[src/verilog/scf_pkg.sv]
package scf_pkg;
  localparam int CLK_MHZ = 10;
  // converter_control layout
  localparam logic [15:0] CTRL_RESET = 16'h4000;
  localparam int CTRL_INT_REF_EN = 3;
  localparam int CTRL_CS_EN = 9;
  localparam int CTRL_STATUS_APPEND = 10;
  localparam int CTRL_OUT_DIS_DELAY = 12;
  localparam int CTRL_INT_REF_LEVEL = 13;
  // command byte: bit 6 selects read, bits 5:0 select the register
  localparam int CMD_READ_BIT = 6;
  localparam logic [5:0] ADDR_STATUS = 6'h00;
  localparam logic [5:0] ADDR_CONTROL = 6'h01;
  localparam logic [5:0] ADDR_DATA = 6'h02;
  localparam logic [5:0] CMD_BITS = 6'h08;
  localparam logic [5:0] BYTE_BITS = 6'h08;
  localparam logic [5:0] WORD_BITS = 6'h10;
  localparam logic [5:0] DATA_BITS = 6'h18;
  localparam int BUF_W = 32;
  // pin release delay after the last clock edge in 3-wire mode
  localparam int DIS_SHORT_NS = 10;
  localparam int DIS_LONG_NS = 100;
  localparam int DIS_SHORT_RAW = (DIS_SHORT_NS * CLK_MHZ + 999) / 1000;
  localparam int DIS_LONG_RAW = (DIS_LONG_NS * CLK_MHZ + 999) / 1000;
  localparam logic [3:0] DIS_SHORT_CYC = 4'(DIS_SHORT_RAW < 1 ? 1 : DIS_SHORT_RAW);
  localparam logic [3:0] DIS_LONG_CYC = 4'(DIS_LONG_RAW < 1 ? 1 : DIS_LONG_RAW);
  typedef enum logic [1:0] {SCF_CMD, SCF_DATA, SCF_WAIT} scf_state_t;
endpackage

[src/verilog/scf_buf2.sv]
`timescale 1ns/1ps
`default_nettype none
module scf_buf2
  import scf_pkg::*;
(
  input wire logic ref_clk,
  input wire logic rstn,
  input wire logic ce,
  input wire logic [BUF_W-1:0] in_data,
  input wire logic in_valid,
  output logic in_ready,
  output logic [BUF_W-1:0] out_data,
  output logic out_valid,
  input wire logic out_ready
);
  logic [BUF_W-1:0] mem [2];
  logic wr_ptr;
  logic rd_ptr;
  logic [1:0] cnt;
  logic push;
  logic pop;
  logic [1:0] next_cnt;

  assign push = in_valid & in_ready;
  assign pop = out_valid & out_ready;
  assign next_cnt = 2'(cnt + {1'b0, push} - {1'b0, pop});
  assign out_data = mem[rd_ptr];

  always_ff @(posedge ref_clk) begin
    if (ce && push) begin
      mem[wr_ptr] <= in_data;
    end
  end

  always_ff @(posedge ref_clk or negedge rstn) begin
    if (!rstn) begin
      wr_ptr <= 1'b0;
      rd_ptr <= 1'b0;
      cnt <= 2'h0;
      in_ready <= 1'b1;
      out_valid <= 1'b0;
    end else if (ce) begin
      if (push) begin
        wr_ptr <= ~wr_ptr;
      end
      if (pop) begin
        rd_ptr <= ~rd_ptr;
      end
      cnt <= next_cnt;
      in_ready <= next_cnt != 2'h2;
      out_valid <= next_cnt != 2'h0;
    end
  end
endmodule
`default_nettype wire

[src/verilog/scf_top.sv]
// Summary of operation
// - status_append_enable set appends status byte to data reads; clear sends data only.
// - appended read shifts data 23..0 then status 7..0 without gap.
// - chip_select_enable clear: 3-wire, frame ends on final SCLK rising edge.
// - 3-wire: pin switches from data to ready one release delay after the last SCLK rise.
// - 3-wire: CS high tristates the shared data/ready pin.
// - status and CRC bytes lengthen the frame; both ends count them.
// - chip_select_enable set: 4-wire, frame ends on CS rising edge.
// - 4-wire: pin switches from data to ready when CS rises.
// - write, read and clock count errors reported only in 4-wire mode.
// - reference enable bit gates the reference pin, which follows the level bit.
// - output_disable_delay picks short or long pin release delay in 3-wire.
`timescale 1ns/1ps
`default_nettype none
module scf_top
  import scf_pkg::*;
(
  input wire logic ref_clk,
  input wire logic rstn,
  input wire logic ce,
  input wire logic sclk,
  input wire logic cs_n,
  input wire logic din,
  output logic data_out_ready_pin,
  output logic data_out_ready_oe,
  input wire logic [23:0] conv_data,
  input wire logic [7:0] conv_status,
  input wire logic conv_valid,
  output logic conv_ready,
  input wire logic ready_on_pin,
  input wire logic crc_enable,
  input wire logic error_check_enable,
  output logic [15:0] converter_control,
  output logic reference_output_pin,
  output logic write_error_flag,
  output logic read_error_flag,
  output logic clock_count_error_flag
);
  logic [2:0] sclk_s;
  logic [2:0] cs_s;
  logic [1:0] din_s;
  logic sclk_rise;
  logic sclk_fall;
  logic cs_rise;
  logic four_wire;
  scf_state_t state;
  logic [5:0] bit_cnt;
  logic [5:0] frame_len;
  logic [7:0] cmd_sh;
  logic [7:0] cmd;
  logic [31:0] rx;
  logic [47:0] tx;
  logic drive_data;
  logic [3:0] dly_cnt;
  logic pop;
  logic ctrl_wr;
  logic wr_due;
  logic [15:0] ctrl_val;
  logic [BUF_W-1:0] buf_data;
  logic buf_valid;
  logic [7:0] full_cmd;
  logic [5:0] next_cnt;

  function automatic logic [5:0] frame_bits(input logic [7:0] c, input logic app,
                                            input logic crc);
    logic [5:0] n;
    n = CMD_BITS;
    unique case (c[5:0])
      ADDR_CONTROL: n = n + WORD_BITS;
      ADDR_DATA: n = n + DATA_BITS;
      default: n = n + BYTE_BITS;
    endcase
    if (app && c[CMD_READ_BIT] && c[5:0] == ADDR_DATA) begin
      n = n + BYTE_BITS;
    end
    if (crc) begin
      n = n + BYTE_BITS;
    end
    return n;
  endfunction

  function automatic logic known_addr(input logic [5:0] a);
    return a == ADDR_STATUS || a == ADDR_CONTROL || a == ADDR_DATA;
  endfunction

  // the third stage only serves edge detection, never the first stage
  always_ff @(posedge ref_clk or negedge rstn) begin
    if (!rstn) begin
      sclk_s <= 3'h7;
      cs_s <= 3'h7;
      din_s <= 2'h0;
    end else if (ce) begin
      sclk_s <= {sclk_s[1:0], sclk};
      cs_s <= {cs_s[1:0], cs_n};
      din_s <= {din_s[0], din};
    end
  end

  assign sclk_rise = sclk_s[1] & ~sclk_s[2];
  assign sclk_fall = ~sclk_s[1] & sclk_s[2];
  assign cs_rise = cs_s[1] & ~cs_s[2];
  assign four_wire = converter_control[CTRL_CS_EN];
  assign full_cmd = {cmd_sh[6:0], din_s[1]};
  assign next_cnt = 6'(bit_cnt + 6'h01);
  assign frame_len = frame_bits(cmd, converter_control[CTRL_STATUS_APPEND], crc_enable);

  // frame tracking, command decode and write capture
  always_ff @(posedge ref_clk or negedge rstn) begin
    if (!rstn) begin
      state <= SCF_CMD;
      bit_cnt <= 6'h00;
      cmd_sh <= 8'h00;
      cmd <= 8'h00;
      rx <= 32'h0;
      tx <= 48'h0;
      pop <= 1'b0;
      ctrl_wr <= 1'b0;
      wr_due <= 1'b0;
      ctrl_val <= 16'h0000;
      write_error_flag <= 1'b0;
      read_error_flag <= 1'b0;
      clock_count_error_flag <= 1'b0;
    end else if (ce) begin
      pop <= 1'b0;
      // 3-wire strobe waits one cycle so ctrl_val already holds the last shifted bit
      ctrl_wr <= wr_due;
      wr_due <= 1'b0;
      ctrl_val <= crc_enable ? rx[23:8] : rx[15:0];
      if (four_wire && (cs_rise || cs_s[1])) begin
        if (cs_rise && state != SCF_CMD) begin
          // flags are only evaluated when CS frames the transfer
          if (error_check_enable) begin
            clock_count_error_flag <= bit_cnt != frame_len;
            write_error_flag <= !cmd[CMD_READ_BIT] && cmd[5:0] != ADDR_CONTROL;
            read_error_flag <= cmd[CMD_READ_BIT] && !known_addr(cmd[5:0]);
          end
          ctrl_wr <= !cmd[CMD_READ_BIT] && cmd[5:0] == ADDR_CONTROL && bit_cnt == frame_len;
        end
        state <= SCF_CMD;
        bit_cnt <= 6'h00;
      end else if (sclk_rise) begin
        bit_cnt <= next_cnt;
        unique case (state)
          SCF_CMD: begin
            cmd_sh <= full_cmd;
            if (next_cnt == CMD_BITS) begin
              cmd <= full_cmd;
              state <= SCF_DATA;
              if (full_cmd[CMD_READ_BIT]) begin
                unique case (full_cmd[5:0])
                  ADDR_DATA: begin
                    if (converter_control[CTRL_STATUS_APPEND]) begin
                      tx <= {buf_data[31:8], buf_data[7:0], 16'h0000};
                    end else begin
                      tx <= {buf_data[31:8], 24'h000000};
                    end
                    pop <= buf_valid;
                  end
                  ADDR_CONTROL: tx <= {converter_control, 32'h0};
                  default: tx <= {conv_status, 40'h0};
                endcase
              end
            end
          end
          SCF_DATA: begin
            rx <= {rx[30:0], din_s[1]};
            if (next_cnt == frame_len) begin
              if (four_wire) begin
                state <= SCF_WAIT;
              end else begin
                state <= SCF_CMD;
                bit_cnt <= 6'h00;
                wr_due <= !cmd[CMD_READ_BIT] && cmd[5:0] == ADDR_CONTROL;
              end
            end
          end
          // extra clocks past the frame are only counted, for the error check and to drop the control write
          SCF_WAIT: rx <= rx;
          default: state <= SCF_CMD;
        endcase
      end else if (sclk_fall && state != SCF_CMD && cmd[CMD_READ_BIT]) begin
        tx <= {tx[46:0], 1'b0};
      end
    end
  end

  // control register; write data lags the capture by one cycle
  always_ff @(posedge ref_clk or negedge rstn) begin
    if (!rstn) begin
      converter_control <= CTRL_RESET;
    end else if (ce && ctrl_wr) begin
      converter_control <= ctrl_val;
    end
  end

  // shared pin: data while a read is in flight, otherwise active-low ready
  always_ff @(posedge ref_clk or negedge rstn) begin
    if (!rstn) begin
      drive_data <= 1'b0;
      dly_cnt <= 4'h0;
      data_out_ready_pin <= 1'b1;
      data_out_ready_oe <= 1'b0;
    end else if (ce) begin
      if (state == SCF_CMD && sclk_rise && next_cnt == CMD_BITS && full_cmd[CMD_READ_BIT]) begin
        drive_data <= 1'b1;
      end else if (four_wire && cs_rise) begin
        drive_data <= 1'b0;
      end else if (!four_wire && state == SCF_DATA && sclk_rise && next_cnt == frame_len
                   && drive_data) begin
        dly_cnt <= converter_control[CTRL_OUT_DIS_DELAY] ? DIS_LONG_CYC : DIS_SHORT_CYC;
      end else if (dly_cnt != 4'h0) begin
        dly_cnt <= 4'(dly_cnt - 4'h1);
        if (dly_cnt == 4'h1) begin
          drive_data <= 1'b0;
        end
      end
      if (drive_data && sclk_fall) begin
        data_out_ready_pin <= tx[47];
      end else if (!drive_data) begin
        data_out_ready_pin <= ~buf_valid;
      end
      if (!four_wire && cs_s[1]) begin
        data_out_ready_oe <= 1'b0;
      end else begin
        data_out_ready_oe <= drive_data || ready_on_pin;
      end
    end
  end

  always_ff @(posedge ref_clk or negedge rstn) begin
    if (!rstn) begin
      reference_output_pin <= 1'b0;
    end else if (ce) begin
      reference_output_pin <= converter_control[CTRL_INT_REF_EN]
                              & converter_control[CTRL_INT_REF_LEVEL];
    end
  end

  // a stalled reader loses no conversion: the converter sees conv_ready drop
  scf_buf2 u_buf (
    .ref_clk(ref_clk),
    .rstn(rstn),
    .ce(ce),
    .in_data({conv_data, conv_status}),
    .in_valid(conv_valid),
    .in_ready(conv_ready),
    .out_data(buf_data),
    .out_valid(buf_valid),
    .out_ready(pop)
  );
endmodule
`default_nettype wire

[config.mk]
export PLATFORM = sky130hd
export DESIGN_NAME = scf_top
export DESIGN_NICKNAME = d
export VERILOG_FILES = /design/src/verilog/scf_pkg.sv /design/src/verilog/scf_buf2.sv /design/src/verilog/scf_top.sv
export SDC_FILE = /design/constraint.sdc
export NUM_CORES = 1
export LEC_CHECK = 0
export BUFFER_PORTS_ARGS = -buffer_cell sky130_fd_sc_hd__buf_2
export CORE_MARGIN = 5
export CORE_UTILIZATION = 50
export CTS_CLUSTER_DIAMETER = 30
export DETAILED_ROUTE_END_ITERATION = 8
export GPL_TIMING_DRIVEN = 0
export PLACE_DENSITY_LB_ADDON = 0.05
export SETUP_SLACK_MARGIN = 0.4
export SLEW_MARGIN = 20
export SYNTH_ARGS = -nofsm -noshare
export SYNTH_HDL_FRONTEND = slang
export SYNTH_SLANG_ARGS = --single-unit
export TNS_END_PERCENT = 5
[constraint.sdc]
create_clock -name ref_clk -period 5.41 [get_ports ref_clk]
set_clock_uncertainty 0.1 [all_clocks]
set_input_delay 1.082 -clock ref_clk [delete_from_list [all_inputs] [get_ports ref_clk]]
set_output_delay 1.082 -clock ref_clk [all_outputs]
set_load 0.03 [all_outputs]
[Word-level counts from Yosys, hierarchy flattened]
Memories as Yosys holds them, arrays and structs flattened.
Index checks and enable logic that the tools add are counted.
Word-level totals
  flip-flop bits (word level): 153
  memory bits (writable): 64
  input bits: 42
  output and inout port bits: 23
  word-level logic and storage cells: 168
  memories kept: 1
Memories
  u_buf.mem: depth 2, bits a word 32, rd ports 1, clocked after Yosys merged registers in 0, write ports 1, RTL line scf_buf2.sv:16  | logic [BUF_W-1:0] mem [2];
Operators by class
  add/sub/neg operators: 6
  equality and inequality tests: 21
  multiplexer cells: 47
  bitwise logic cells: 15
  reductions and logical operators: 51
Operators with widths (count)
  2-to-1 mux 48 bit: 5
  one-hot mux 48 bit (2 select lines): 1
  2-to-1 mux 6 bit: 7
  2-to-1 mux 24 bit: 1
  2-to-1 mux 1 bit: 23
  logical AND 1 bit: 22
  AND reduction 4 bit: 5
  2-to-1 mux 16 bit: 1
  adder 6 x 4 -> 6 bit, second input constant: 2
  == test 6 x 1 -> 1 bit, second input constant: 2
  == test 6 x 2 -> 1 bit, second input constant: 2
  == test 6 bit: 2
  one-hot mux 6 bit (2 select lines): 1
  2-to-1 mux 2 bit: 5
  AND reduction 5 bit: 2
  nonzero test 2 bit: 5
  NOT 1 bit: 9
  2-to-1 mux 4 bit: 2
  != test 2 x 1 -> 1 bit, second input constant: 4
  AND reduction 2 bit: 4
  adder 6 x 1 -> 6 bit, second input constant: 1
  AND 1 bit: 6
  == test 6 x 4 -> 1 bit, second input constant: 1
  zero test 6 bit: 1
  18 further kinds: 26

[Depth between registers and ports, before layout]
Gate-level depths: netlist of the first run.
  depth after elaboration: 12
  gate-level depth with buffers: 10

[By module]
Synthesis of the first run repeated with hierarchy kept, for this count alone.
Second synthesis, totals
  cell total of the unflattened synthesis: 707
  area, all modules: 8961.1 um2
By module, submodules not included
  scf_top: times used 1, cells an instance 576, area an instance 6314.8 um2, sequential area each 3288.2 um2
  scf_buf2: times used 1, cells an instance 131, area an instance 2646.3 um2, sequential area each 2073.2 um2

[Worst setup path after synthesis of the first run]
Ideal clock, no wire load.
  path kind: input-to-reg
  start: in ce
  end: mem u_buf.mem[0][0] (enable)
  library setup time: 421 ps
  arrival: 3199 ps
  required time: 4889 ps
  setup slack: 1690 ps
  stages: 4
  buffers on the path: 2
  cells stage by stage: clkbuf_1 clkbuf_1 nand2_1 nor2_1
Between the ends
  longest elaborated chain between the ends: 3
Ends and longest elaborated chain
  from (decl): RTL line scf_top.sv:20  | input wire logic ce,
  logical AND 1 bit: RTL line scf_buf2.sv:30  | if (ce && push) begin
  2-to-1 mux 1 bit: RTL line scf_buf2.sv:30
  2-to-1 mux 1 bit (not written as such): RTL line scf_buf2.sv:31  | mem[wr_ptr] <= in_data;
  to (decl): RTL line scf_buf2.sv:16
Every way passes these cells.

[Worst setup path in the final report of the first run]
  start: in ce
  end: mem u_buf.mem[0][17] (enable)
Same word-level chain as after synthesis.

==> results of run 1 <==
-- layer usage --
metal  part of all wire  track usage  vias to the layer above  routed length, µm
met1               0.44        0.283                     2940               8820
met4              0.023       0.0610                        0                455
li1                   -            -                     2772                  -
met2               0.48        0.319                      146               9460
met3              0.056       0.0481                       48               1110
met5                  0            0                        -                  0
-- worst max-delay path: cells and delay by family --
kind | cells | cell delay, ns
buffers and inverters | 4 | 1.48
AND/OR/NAND/NOR | 2 | 0.68
-- worst max path at each step --
stage | slack, ns | depth (start not counted) | endpoint | startpoint
6_report | 2.25 | 6 | u_buf.mem[0][17] | ce
5_1_grt | 2.10 | 10 | bit_cnt[1] | cmd[2]
4_1_cts | 2.20 | 6 | u_buf.mem[0][22] | ce
3_5_place_dp | 1.67 | 6 | u_buf.mem[0][19] | ce
3_3_place_gp | 0.14 | 5 | u_buf.mem[0][19] | ce
2_1_floorplan | 1.69 | 4 | u_buf.mem[0][0] | ce
-- area by class of cell --
class,instances,area (µm²),area share
Sequential cell,201,5360,0.487
Multi-Input combinational cell,438,3170,0.288
Clock buffer,51,1110,0.100
Clock inverter,25,424,0.0385
Timing Repair Buffer,67,405,0.0368
Tap cell,225,282,0.0256
Buffer,39,181,0.0165
Inverter,22,82.6,0.00750
-- logic make-up (layout without fill, tap and decap cells) --
| kind of cell | Yosys count | after routing |
|---|---|---|
| flip-flops | 201 | 201 |
| AND/OR/NAND/NOR | 168 | 168 |
| AO/OA/AOI/OAI | 129 | 129 |
| multiplexers | 117 | 117 |
| buffers and inverters | 61 | 204 |
| XOR/XNOR | 15 | 15 |
| adder cells (fa/ha/maj) | 9 | 9 |
-- flip-flops by register name, summed over array words and instances (netlist names), 2 cells and up --
| signal | flops |
|---|---|
| state | 2 |
| cs_s | 3 |
| sclk_s | 3 |
| bit_cnt | 6 |
| ctrl_val | 16 |
| cmd | 7 |
| tx | 32 |
| cmd_sh | 6 |
| u_buf.mem | 64 |
| rx | 24 |
| converter_control | 16 |
| din_s | 2 |
| u_buf.cnt | 2 |
| dly_cnt | 4 |
-- power breakdown --
group	switching, mW	internal [mW]	leakage, nW
clock	0.796	1.97	0.742
combinational	0.471	0.303	1.72
sequential	0.163	1.81	2.32
total	1.43	4.08	4.79
-- layout by cell type (no fill, tap or decap), types with 6 or more instances in the layout --
cell type  instances
o21ai_1            8
nor3_1            10
dfrtp_1          128
mux2_2            68
mux2_4             7
edfxtp_1          64
a21oi_1           39
clkinv_2           6
clkbuf_1          33
o31ai_1           10
ha_1               9
buf_2             70
clkbuf_16         43
a221oi_1          17
xnor2_1            9
o21ai_0           27
mux2i_1           42
dfstp_2            9
bufinv_16         11
xor2_1             6
nand3_1           12
nand2_1           54
nor2_1            54
inv_1             22
a211oi_1           8
-- metrics by stage --
stage                     hold slack (ns)  power, mW
after floorplan                     0.348       2.47
after global placement              0.363       2.72
after detailed placement            0.364       2.77
after CTS                           0.373       5.57
after global routing                0.415       5.76
final                               0.370       5.51
==> results.md, run 1 <==
Worst setup path:
- The worst setup path is captured at a flip-flop.
- On the critical path, the stage with the largest delay is an instance of clkbuf_1.
- The required arrival time at the worst endpoint is between 5 and 6 ns.
- STA puts the critical path data arrival time at about 3.3 ns.
- Counting cells, the worst reg-to-reg path comes to 9.
- The flop-to-flop setup slack is 2.29 ns.
- The signal on the critical path passes through buf_2 > clkbuf_1 > clkbuf_1 > nand2_1 > nor2_4 > buf_16.
- The type of origin of the critical path is a primary input.
- In this run the worst path has a maximum fanout of 20.
- The terminus of the critical flop-to-flop path is drive_data.
- The startpoint of the worst-slack reg-to-reg timing path is cmd[2].
- By startpoint and endpoint, the worst setup path is classified as primary input to flip-flop.
- The most numerous cell type found on the critical path is clkbuf_1.
- The largest stage delay on the critical path is around 0.56 ns.

Final layout:
- After the flow finishes, the layout carries non-filler instances totaling between 1,000 and 1,500.
- The final instance area is between 0.01 and 0.015 mm².
- The fraction of final layout cells with drive strength greater than 1 is 0.281.
- Relative to the synthesized area, the layout overhead comes to 25.3%.
- The antenna diode instance count is 0.
- Fill cells in the final layout number roughly 1,300.
- The final layout contains roughly 860 nets.
- For this run, the share of the core covered by cells in the final layout is 0.637.

CTS:
- After clock tree synthesis, the setup repair step added 0 buffers.
- Clock latency on the worst-skew pair, taken at its later pin, is between 0.5 and 0.6 ns.
- CTS built an H-tree with a depth of 2.
- The buffer cell driving the clock tree root is clkbuf_16.
- The maximum number of buffers from clock root to sink is 3.
- Post-CTS repair changed the size of 0 cells.
- The hold buffer count at cts is 0.
- The number of sinks handled by clock tree synthesis is between 200 and 250.
- TritonCTS built the clock tree.
- The clock-pin slew of the registers on the worst-case setup and hold paths is 0.04 ns.
- The number of buffers created by CTS is 42.

Synthesis:
- The predominant post-synthesis flop cell is dfrtp_1.
- In this run the cell area of the synthesized design comes to approximately 0.0088 mm².
- The library cell with the largest summed area after synthesis is dfrtp_1.
- The number of nets handed over by synthesis was 751.
- The share of the Yosys chip area taken by registers is 0.610.
- After synthesis, the largest family of logic cells by area is multiplexers.
- Of the total synthesized cell area, the portion taken by full adders, half adders and majority gates is 0.0128.
- Yosys mapped the design onto 58 distinct sky130hd cell types.
- The number of flops mapped to enable cells by yosys is 64.
- The most common cell in the synthesized netlist is dfrtp_1.
- The average instance area after synthesis is 12.6 µm².
- The cell count after synthesis is 700.
- Yosys attributes the largest share of cell area to dfrtp_1, edfxtp_1, mux2_2.
- The xor/xnor share of the synthesized area is 0.0149.
- The commonest cells after synthesis are dfrtp_1, mux2_2, edfxtp_1, nor2_1, nand2_1.
- The proportion of synthesized flip-flops having asynchronous set or reset is 0.682.
- The share of the synthesized area in the top cell type is 0.364.
- The synthesis-stage register bit count is roughly 200.
- The complex-gate fraction of the synthesized area is 0.0934.
- Measured against the total synthesized area, the mux share comes to 0.147.
- The number of warning messages in the yosys log is 0.
- The synthesized-area fraction occupied by and/or/nand/nor cells is 0.0920.

Route:
- Dividing the detail-routed wire length by the instance count gives ~19 µm.
- The detail route stage leaves a number of antenna-violating nets equal to 0.
- The number of DRC violations after detailed-routing iteration 0 is 300.
- The iteration count of the initial detailed-routing pass is 4.
- The routed layout has 5,906 vias.
- The final layout contains routed wiring with a total length of roughly 20,000 µm.
- After detailed routing, the number of vias per cell comes to between 5 and 6.
- For this run, design rule violations remaining after detail routing come to 0.

Place:
- At the end of routability-driven placement, the weighted congestion stood at 0.848.
- Summed over all nets, the half-perimeter wirelength after detailed placement is between 10,000 and 15,000 µm.
- The cell count after placement is a little under 1,000.
- Buffers placed on the I/O ports in this run total 64.
- The pre-CTS setup slack is roughly 1.7 ns.
- After detailed placement, the total cell area comes to approximately 0.0095 mm².

Power and ir drop:
- For this design the static power due to leakage is approximately 4.8 nW.
- The worst IR drop on VDD is 0.000435 V.
- The power per cell area is around 500 mW/mm².

Worst hold path:
- The min-delay analysis places its worst path in the category flip-flop to flip-flop.
- The source of the worst hold timing path is write_error_flag.
- The worst-case hold path end point is write_error_flag.
- Counting instances, the worst hold path has a depth of 2.

Die:
- In this run the count of I/O pins placed on the die edge is 65.
- The starting utilization of the core area is 0.508.
- The width of the chip is 143 µm.
- The placement row count is 48.
- In this run the standard cell core region covers 0.0173 mm².
- The die covers 0.0203 mm².
- The die span in y is approximately 140 µm.

STA:
- The timing-limited maximum frequency is ~320 MHz.
- The final setup violation count is 0.
- The final hold violation count came to 0.
- The post-route minimum period is 3.16 ns.
- The minimum setup slack in the final design is 2.25 ns.
- The count of pins over their slew limit is 0.
- The setup TNS after final layout is 0 ns.
- For the pin with the worst max-slew slack, the measured transition is between 0.8 and 0.9 ns.
- Of the available clock period, the critical path in the final layout requires 0.584.
- In this run the tightest slew margin relative to its limit is 0.461.
- Setup repair after global routing left no endpoint under its margin.

Global route:
- For this run the aggregate overflow at the end of global routing stands at 0.
- The total routing resource utilization after global routing is 0.203.
- The initial antenna violation count is 0.
- The pin count of the biggest net entering global routing is 83.
- The number of global-route vias before repair was between 6,000 and 7,000.
- The first global-routing pass estimated approximately 33,000 µm of wire.

Run:
- Across the run, the number of max-cap violations was 0.

Outcome:
- The run finished with clean final reports.
Note: power is estimated with default switching activity, not from simulation.
==> run 2: changes to the inputs <==
Clock period 5.41 ns to 2.81 ns, I/O delays scaled along.
==> run 2 against run 1 <==
Die area did not move. Critical endpoint is now bit_cnt[5]. Highest routed layer unchanged. Via count up 2.4%. Final area is 3.0% higher.
==> results.md, run 2 (same netlist as run 1, synthesis figures left out) <==
Final layout:
- The antenna diode instance count is 0 (unchanged).
- The number of flip-flops in the largest register is 64 (unchanged).
- Top flop regs: u_buf.mem: 64 flops, tx: 32 flops, rx: 24 flops (unchanged).
- The register with the most flip-flops is u_buf.mem (unchanged).
- The synthesis-to-finish area growth is 29.1% (was 25.3%).
- The count of nets after finishing is 880 (was 862).
- Highest-count cells in the layout ignoring fill and taps: dfrtp_1, buf_2, mux2_2, edfxtp_1, nor2_1 (was dfrtp_1, buf_2, mux2_2, edfxtp_1).
- The most common cell after layout, fill and taps aside was dfrtp_1 (unchanged).
- The post-route core utilization is 0.656 (was 0.637).
- The fraction of final layout cells with drive strength greater than 1 was 0.334 (was 0.281).

Worst setup path:
- The startpoint of the worst-slack reg-to-reg timing path is cmd[3] (was cmd[2]).
- The kind of cell adding the most delay to the critical path is simple AND/OR/NAND/NOR gates (was buffers and inverters).
- The class of the most critical setup path is flip-flop to flip-flop (was primary input to flip-flop).
- The largest driver fanout on the critical path came to 5 (was 20).
- The critical path endpoint category is a flip-flop (unchanged).
- The required arrival time at the worst endpoint came to 3.10 ns (was 5.52 ns).
- The worst path arrival time is 2.81 ns (was 3.27 ns).
- The cell type of the slowest stage on the worst timing path is dfrtp_1 (was clkbuf_1).
- The combined buffer and inverter count along the critical path is 1 (was 4).
- The critical path startpoint is cmd[3] (was ce).
- The largest stage delay on the critical path came to 0.42 ns (was 0.56 ns).
- The type of origin of the critical path is a flip-flop (was primary input).
- Worst-path cell chain: nor4_4 > nand2_1 > ha_2 > a211o_1 > o2bb2ai_4 > xnor2_2 > and3b_1 > buf_6 > nand2_4 > a32o_1 (was buf_2 > clkbuf_1 > clkbuf_1 > nand2_1 > nor2_4 > buf_16).

Die:
- The I/O pin count was 65 (unchanged).
- The die area is 0.0203 mm² (unchanged).
- The area of the core was 0.0173 mm² (unchanged).
- The placement row count is 48 (unchanged).
- The starting utilization of the core area was 0.508 (unchanged).
- The die span in y is 143 µm (unchanged).
- The width of the chip is 143 µm (unchanged).

CTS:
- The clock-pin slew of the registers on the worst-case setup and hold paths is 0.05 ns (was 0.04 ns).
- The insertion delay of the later-clocked pin in the worst-skew pair is 0.52 ns (about the same).
- The number of sinks handled by clock tree synthesis is 201 (unchanged).
- The maximum number of buffers from clock root to sink was 3 (unchanged).
- The number of buffers created by CTS came to 45 (was 42).
- The number of levels in the clock H-tree came to 2 (unchanged).
- The clock tree from TritonCTS was yes (unchanged).
- The buffer cell driving the clock tree root was clkbuf_16 (unchanged).

Route:
- The post-detailed-routing wire length is 20,700 µm (was 19,900 µm).
- The ratio of routed vias to standard cells is 5.54 (was 5.53).
- The DRC violations left is 0 (unchanged).
- The iteration count of the initial detailed-routing pass is 4 (unchanged).
- The number of DRC violations after detailed-routing iteration 0 is 396 (was 300).
- The average wire per standard cell is 19.0 µm (was 18.6 µm).
- The total via count in the routed design came to 6,046 (was 5,906).
- The remaining antenna violation count came to 0 (unchanged).

Global route:
- The overflow left after global routing is 0 (unchanged).
- The first-pass GRT wire length is 33,800 µm (was 32,800 µm).
- The pin count of the biggest net entering global routing is 71 (was 83).
- The initial antenna violation count came to 0 (unchanged).
- The total routing resource utilization after global routing is 0.212 (was 0.203).
- The number of global-route vias before repair is 6,416 (was 6,260).

STA:
- The count of pins over their slew limit is 0 (unchanged).
- The worst slew margin relative to its limit came to 0.525 (was 0.461).
- The final hold violation count is 0 (unchanged).
- The final setup violation count is 0 (unchanged).
- The minimum setup slack in the final design is 0.297 ns (was 2.25 ns).
- The transition time of the tightest slew-check pin is 0.712 ns (was 0.808 ns).
- Dividing the final minimum period by the clock period gives 0.894.
- The worst path in the final design needs a cycle of 2.51 ns, including I/O delays and setup.
- The setup TNS after final layout was 0 ns (unchanged).
- Setup repair after global routing missed its margin: yes (was no).
- Timing would allow up to between 300 and 400 MHz.

Outcome:
- Result of the run: completed (unchanged).

Power and ir drop:
- The proportion of power drawn by combinational gates is 0.144 (was 0.141).
- The static leakage is 4.92 nW (was 4.79 nW).
- The power per cell area came to 952 mW/mm² (was 500 mW/mm²).
- The clock network fraction of design power is 0.504 (was 0.502).
- The worst IR drop on VDD is 0.000632 V (was 0.000435 V).
- The share of power burned in registers was 0.352 (was 0.357).
- The fraction of power spent switching nets is 0.273 (was 0.260).
- The internal power is 7.86 mW (was 4.08 mW).
- The net switching power is 2.95 mW (was 1.43 mW).

Place:
- The pre-CTS setup slack is -0.623 ns (was 1.67 ns).
- The HPWL reported at the end of detailed placement is 13,800 µm (about the same).
- The weighted congestion at the end of routability-driven global placement came to 0.846 (was 0.848).
- The number of buffer cells added on primary ports is 64 (unchanged).

Run:
- The count of maximum capacitance violations came to 0 (unchanged).

Worst hold path:
- The class of the worst hold path is primary input to flip-flop (was flip-flop to flip-flop).
- The source of the worst hold timing path was conv_data[17] (was write_error_flag).
==> run 2: cell count changes in the layout (fill, tap and decap cells not counted), sizes merged <==
| cell | previous run | this run |
|---|---|---|
| clkbuf | 76 | 77 |
| bufinv | 11 | 8 |
| dlygate4sd3 | 0 | 1 |
| clkinv | 10 | 11 |
| clkinvlp | 2 | 8 |
| nor2 | 55 | 56 |
| buf | 81 | 95 |
| inv | 24 | 26 |
==> run 2: cell type report <==
type	instances	area, µm²
Multi-Input combinational cell	439	3320
Buffer	39	204
Tap cell	225	282
Sequential cell	201	5360
Clock inverter	31	418
Clock buffer	53	1190
Inverter	22	82.6
Fill cell	1327	5950
Timing Repair Buffer	81	493
==> run 2: final timing paths <==
kind | cells past startpoint | slack, ns | end
max in group asynchronous | 3 | 1.38 | converter_control[14]
max | 10 | 0.30 | bit_cnt[5]
min in group asynchronous | 2 | 0.47 | tx[25]
min reg2reg | 2 | 0.38 | tx[38]
min | 1 | 0.13 | u_buf.mem[0][25]
max reg2reg | 10 | 0.30 | bit_cnt[5]
==> run 2: power groups by stage <==
| stage | Clock, mW | Combinational, mW | Sequential, mW |
|---|---|---|---|
| 2_1_floorplan | 0 | 0.859 | 3.91 |
| 3_3_place_gp | 0 | 1.42 | 3.82 |
| 3_5_place_dp | 0 | 1.48 | 3.83 |
| 4_1_cts | 5.52 | 1.56 | 3.80 |
| 5_1_grt | 5.70 | 1.72 | 3.85 |
| 6_report | 5.45 | 1.56 | 3.80 |
==> run 2: layer usage <==
metal | vias up | routed length, µm | GRT usage
li1 | 2838 | - | -
met1 | 3042 | 9040 | 0.288
met2 | 133 | 10200 | 0.346
met3 | 33 | 1110 | 0.0423
met4 | 0 | 369 | 0.0655
met5 | - | 0 | 0
==> run 2: metrics by stage <==
step	power, mW	instance area [µm²]	cells	hold slack (ns)
floorplan	4.76	8800	700	0.166
global placement	5.24	9400	989	0.364
detailed placement	5.31	9460	991	0.368
CTS	10.9	11300	1084	0.113
global route	11.3	11300	1091	0.110
finish	10.8	11300	1091	0.128
==> run 2: repair_timing <==
action | CTS | global route
hold buffers | 1 | 0
endpoints found under the setup margin | 106 | 99
cloned | 1 | 0
resized for setup | 38 | 7
hold endpoints to repair | 61 | 0
pin swaps | 14 | 11
setup buffers | 7 | 7
==> run 3: changes to the inputs <==
Settings changed: CELL_PAD_IN_SITES_DETAIL_PLACEMENT set to 0, CELL_PAD_IN_SITES_GLOBAL_PLACEMENT set to 1, CORE_UTILIZATION 50 to 44.
==> run 3 against run 2 <==
Sequential share of layout area is 0.65 points lower. Clock power is 4.8% higher. First-iteration DRC count is 14% lower. Worst hold slack worse by 0.0086 ns. Critical endpoint unchanged. Largest cell class unchanged.
==> results.md, run 3 (same netlist as run 1, synthesis figures left out) <==
Worst setup path:
- The required arrival time at the worst endpoint is 3.12 ns (was 3.10 ns).
- The largest driver fanout on the critical path was 4 (was 5).
- The class of the most critical setup path is flip-flop to flip-flop (unchanged).
- Worst-path cell chain: nor4_4 > nand2_1 > ha_2 > a211o_1 > o2bb2ai_4 > xnor2_2 > and3b_1 > buf_6 > nand2_4 > a32o_1 (unchanged).
- The combined buffer and inverter count along the critical path was 1 (unchanged).
- The worst path arrival time is 2.82 ns (was 2.81 ns).
- The largest stage delay on the critical path is 0.41 ns (was 0.42 ns).
- The critical path startpoint is cmd[3] (unchanged).
- The critical path endpoint category was a flip-flop (unchanged).
- The cell type of the slowest stage on the worst timing path is dfrtp_1 (unchanged).
- The kind of cell adding the most delay to the critical path is simple AND/OR/NAND/NOR gates (unchanged).
- The flop-to-flop setup slack is 0.29 ns (was 0.30 ns).
- The type of origin of the critical path was a flip-flop (unchanged).
- The startpoint of the worst-slack reg-to-reg timing path was cmd[3] (unchanged).

Place:
- The HPWL reported at the end of detailed placement is 14,200 µm (was 13,800 µm).
- The number of buffer cells added on primary ports is 64 (unchanged).
- The cell count after placement is 1,031 (was 991).
- The weighted congestion at the end of routability-driven global placement is 0.774 (was 0.846).

Outcome:
- Result of the run: completed (unchanged).

CTS:
- The number of sinks handled by clock tree synthesis was 201 (unchanged).
- The number of buffers created by CTS is 49 (was 45).
- The number of levels in the clock H-tree is 2 (unchanged).
- The insertion delay of the later-clocked pin in the worst-skew pair is 0.52 ns (about the same).
- The maximum number of buffers from clock root to sink is 3 (unchanged).
- The clock-pin slew of the registers on the worst-case setup and hold paths is 0.05 ns (about the same).
- The buffer cell driving the clock tree root is clkbuf_16 (unchanged).
- The clock tree from TritonCTS was yes (unchanged).

STA:
- The setup TNS after final layout is 0 ns (unchanged).
- The transition time of the tightest slew-check pin was 0.690 ns (was 0.712 ns).
- The share of the clock period used by the worst path is 0.896 (was 0.894).
- Setup repair after global routing missed its margin: yes (unchanged).
- The timing-limited maximum frequency is 397 MHz (was 398 MHz).
- The count of pins over their slew limit is 0 (unchanged).
- The post-route minimum period is 2.52 ns (was 2.51 ns).
- The final setup violation count is 0 (unchanged).
- The worst slew margin relative to its limit is 0.540 (was 0.525).
- The final hold violation count is 0 (unchanged).

Final layout:
- The count of placed standard cells in the final layout, fillers left out came to 1,137 (was 1,091).
- The count of nets after finishing came to 882 (was 880).
- The number of flip-flops in the largest register is 64 (unchanged).
- Highest-count cells in the layout ignoring fill and taps: dfrtp_1, buf_2, mux2_2, edfxtp_1 (was dfrtp_1, buf_2, mux2_2, edfxtp_1, nor2_1).
- The most common cell after layout, fill and taps aside was dfrtp_1 (unchanged).
- The post-route core utilization came to 0.587 (was 0.656).
- The register with the most flip-flops is u_buf.mem (unchanged).
- The synthesis-to-finish area growth is 30.9% (was 29.1%).
- The antenna diode instance count came to 0 (unchanged).
- Top flop regs: u_buf.mem: 64 flops, tx: 32 flops, rx: 24 flops (unchanged).
- The fraction of final layout cells with drive strength greater than 1 is 0.349 (was 0.334).

Die:
- The width of the chip is 151 µm (was 143 µm).
- The starting utilization of the core area is 0.449 (was 0.508).
- The placement row count came to 51 (was 48).
- The die area came to 0.0229 mm² (was 0.0203 mm²).
- The I/O pin count was 65 (unchanged).
- The die span in y is 151 µm (was 143 µm).
- The area of the core is 0.0196 mm² (was 0.0173 mm²).

Worst hold path:
- The source of the worst hold timing path was conv_data[14] (was conv_data[17]).
- The class of the worst hold path was primary input to flip-flop (unchanged).

Power and ir drop:
- The static leakage was 4.99 nW (was 4.92 nW).
- The power per cell area came to 964 mW/mm² (was 952 mW/mm²).
- The worst IR drop on VDD is 0.000752 V (was 0.000632 V).

Route:
- The DRC violations left is 0 (unchanged).
- The total via count in the routed design is 6,007 (was 6,046).
- The post-detailed-routing wire length is 21,400 µm (was 20,700 µm).
- The remaining antenna violation count was 0 (unchanged).
- The number of DRC violations after detailed-routing iteration 0 was 340 (was 396).
- The average wire per standard cell came to 18.9 µm (was 19.0 µm).
- The iteration count of the initial detailed-routing pass is 4 (unchanged).
- The ratio of routed vias to standard cells was 5.28 (was 5.54).

Run:
- The count of maximum capacitance violations is 0 (unchanged).

Global route:
- The first-pass GRT wire length is 34,700 µm (was 33,800 µm).
- The total routing resource utilization after global routing was 0.194 (was 0.212).
- The number of global-route vias before repair came to 6,413 (was 6,416).
- The pin count of the biggest net entering global routing came to 100 (was 71).
- The overflow left after global routing came to 0 (unchanged).
- The initial antenna violation count is 0 (unchanged).
## run 3: cell count changes in the layout (fill, tap and decap cells not counted), sizes merged
cell      delta
clkinvlp     -1
buf          -3
clkinv      +11
bufinv       -1
## run 3: path summary, 6_finish.rpt
check	end	cells past startpoint
setup reg to reg	bit_cnt[5]	10
max in group asynchronous	converter_control[9]	3
hold / removal	u_buf.mem[1][22]	1
min in group asynchronous	tx[25]	2
hold reg to reg	tx[35]	2
setup / recovery	bit_cnt[5]	10
## run 3: area by class of cell
class | instances | area (µm²)
fillers | 1639 | 8080
flip-flops and latches | 201 | 5370
multi-input cells | 439 | 3320
clock buffers | 52 | 1260
repair buffers | 79 | 488
clock inverters | 40 | 448
well taps | 265 | 332
plain buffers | 39 | 213
inverters | 22 | 82.6
## run 3: worst register-to-register path: cells and delay by family, from the launching register on
kind,cells,cell delay [ns]
flops,1,0.41
xor+xnor,1,0.14
buf+inv,1,0.12
fa+ha+maj,1,0.18
compound gates,3,0.69
simple gates,4,0.77
## run 3: power breakdown
| part | switching [mW] | leakage, nW | total [mW] | internal (mW) |
|---|---|---|---|---|
| clock | 1.81 | 0.821 | 5.71 | 3.90 |
| sequential | 0.325 | 2.32 | 3.80 | 3.48 |
| combinational | 0.952 | 1.85 | 1.57 | 0.618 |
## run 3: metal layers
| layer | track usage | part of all wire | wire [µm] |
|---|---|---|---|
| met1 | 0.267 | 0.46 | 9880 |
| met2 | 0.317 | 0.49 | 10400 |
| met3 | 0.0365 | 0.039 | 840 |
| met4 | 0.0490 | 0.015 | 321 |
| met5 | 0 | 0 | 0 |
## run 3: what timing repair did
| action | 4_1_cts | 5_1_grt |
|---|---|---|
| cloned | 1 | 1 |
| hold buffers | 1 | 0 |
| gates resized for setup | 26 | 29 |
| setup buffers | 6 | 5 |
| hold endpoints to repair | 30 | 0 |
| setup endpoints to repair | 107 | 114 |
| pin swaps | 11 | 7 |
## run 3: stage by stage
stage               instance area [µm²]  power [mW]  hold slack (ns)  worst slack [ns]
floorplan                          8800        4.76            0.166             0.242
global placement                   9450        5.26            0.365            -0.902
detailed placement                 9510        5.32            0.369            -0.637
CTS                               11400        11.2            0.104             0.256
global route                      11500        11.6           0.0984             0.167
finish                            11500        11.1            0.120             0.293
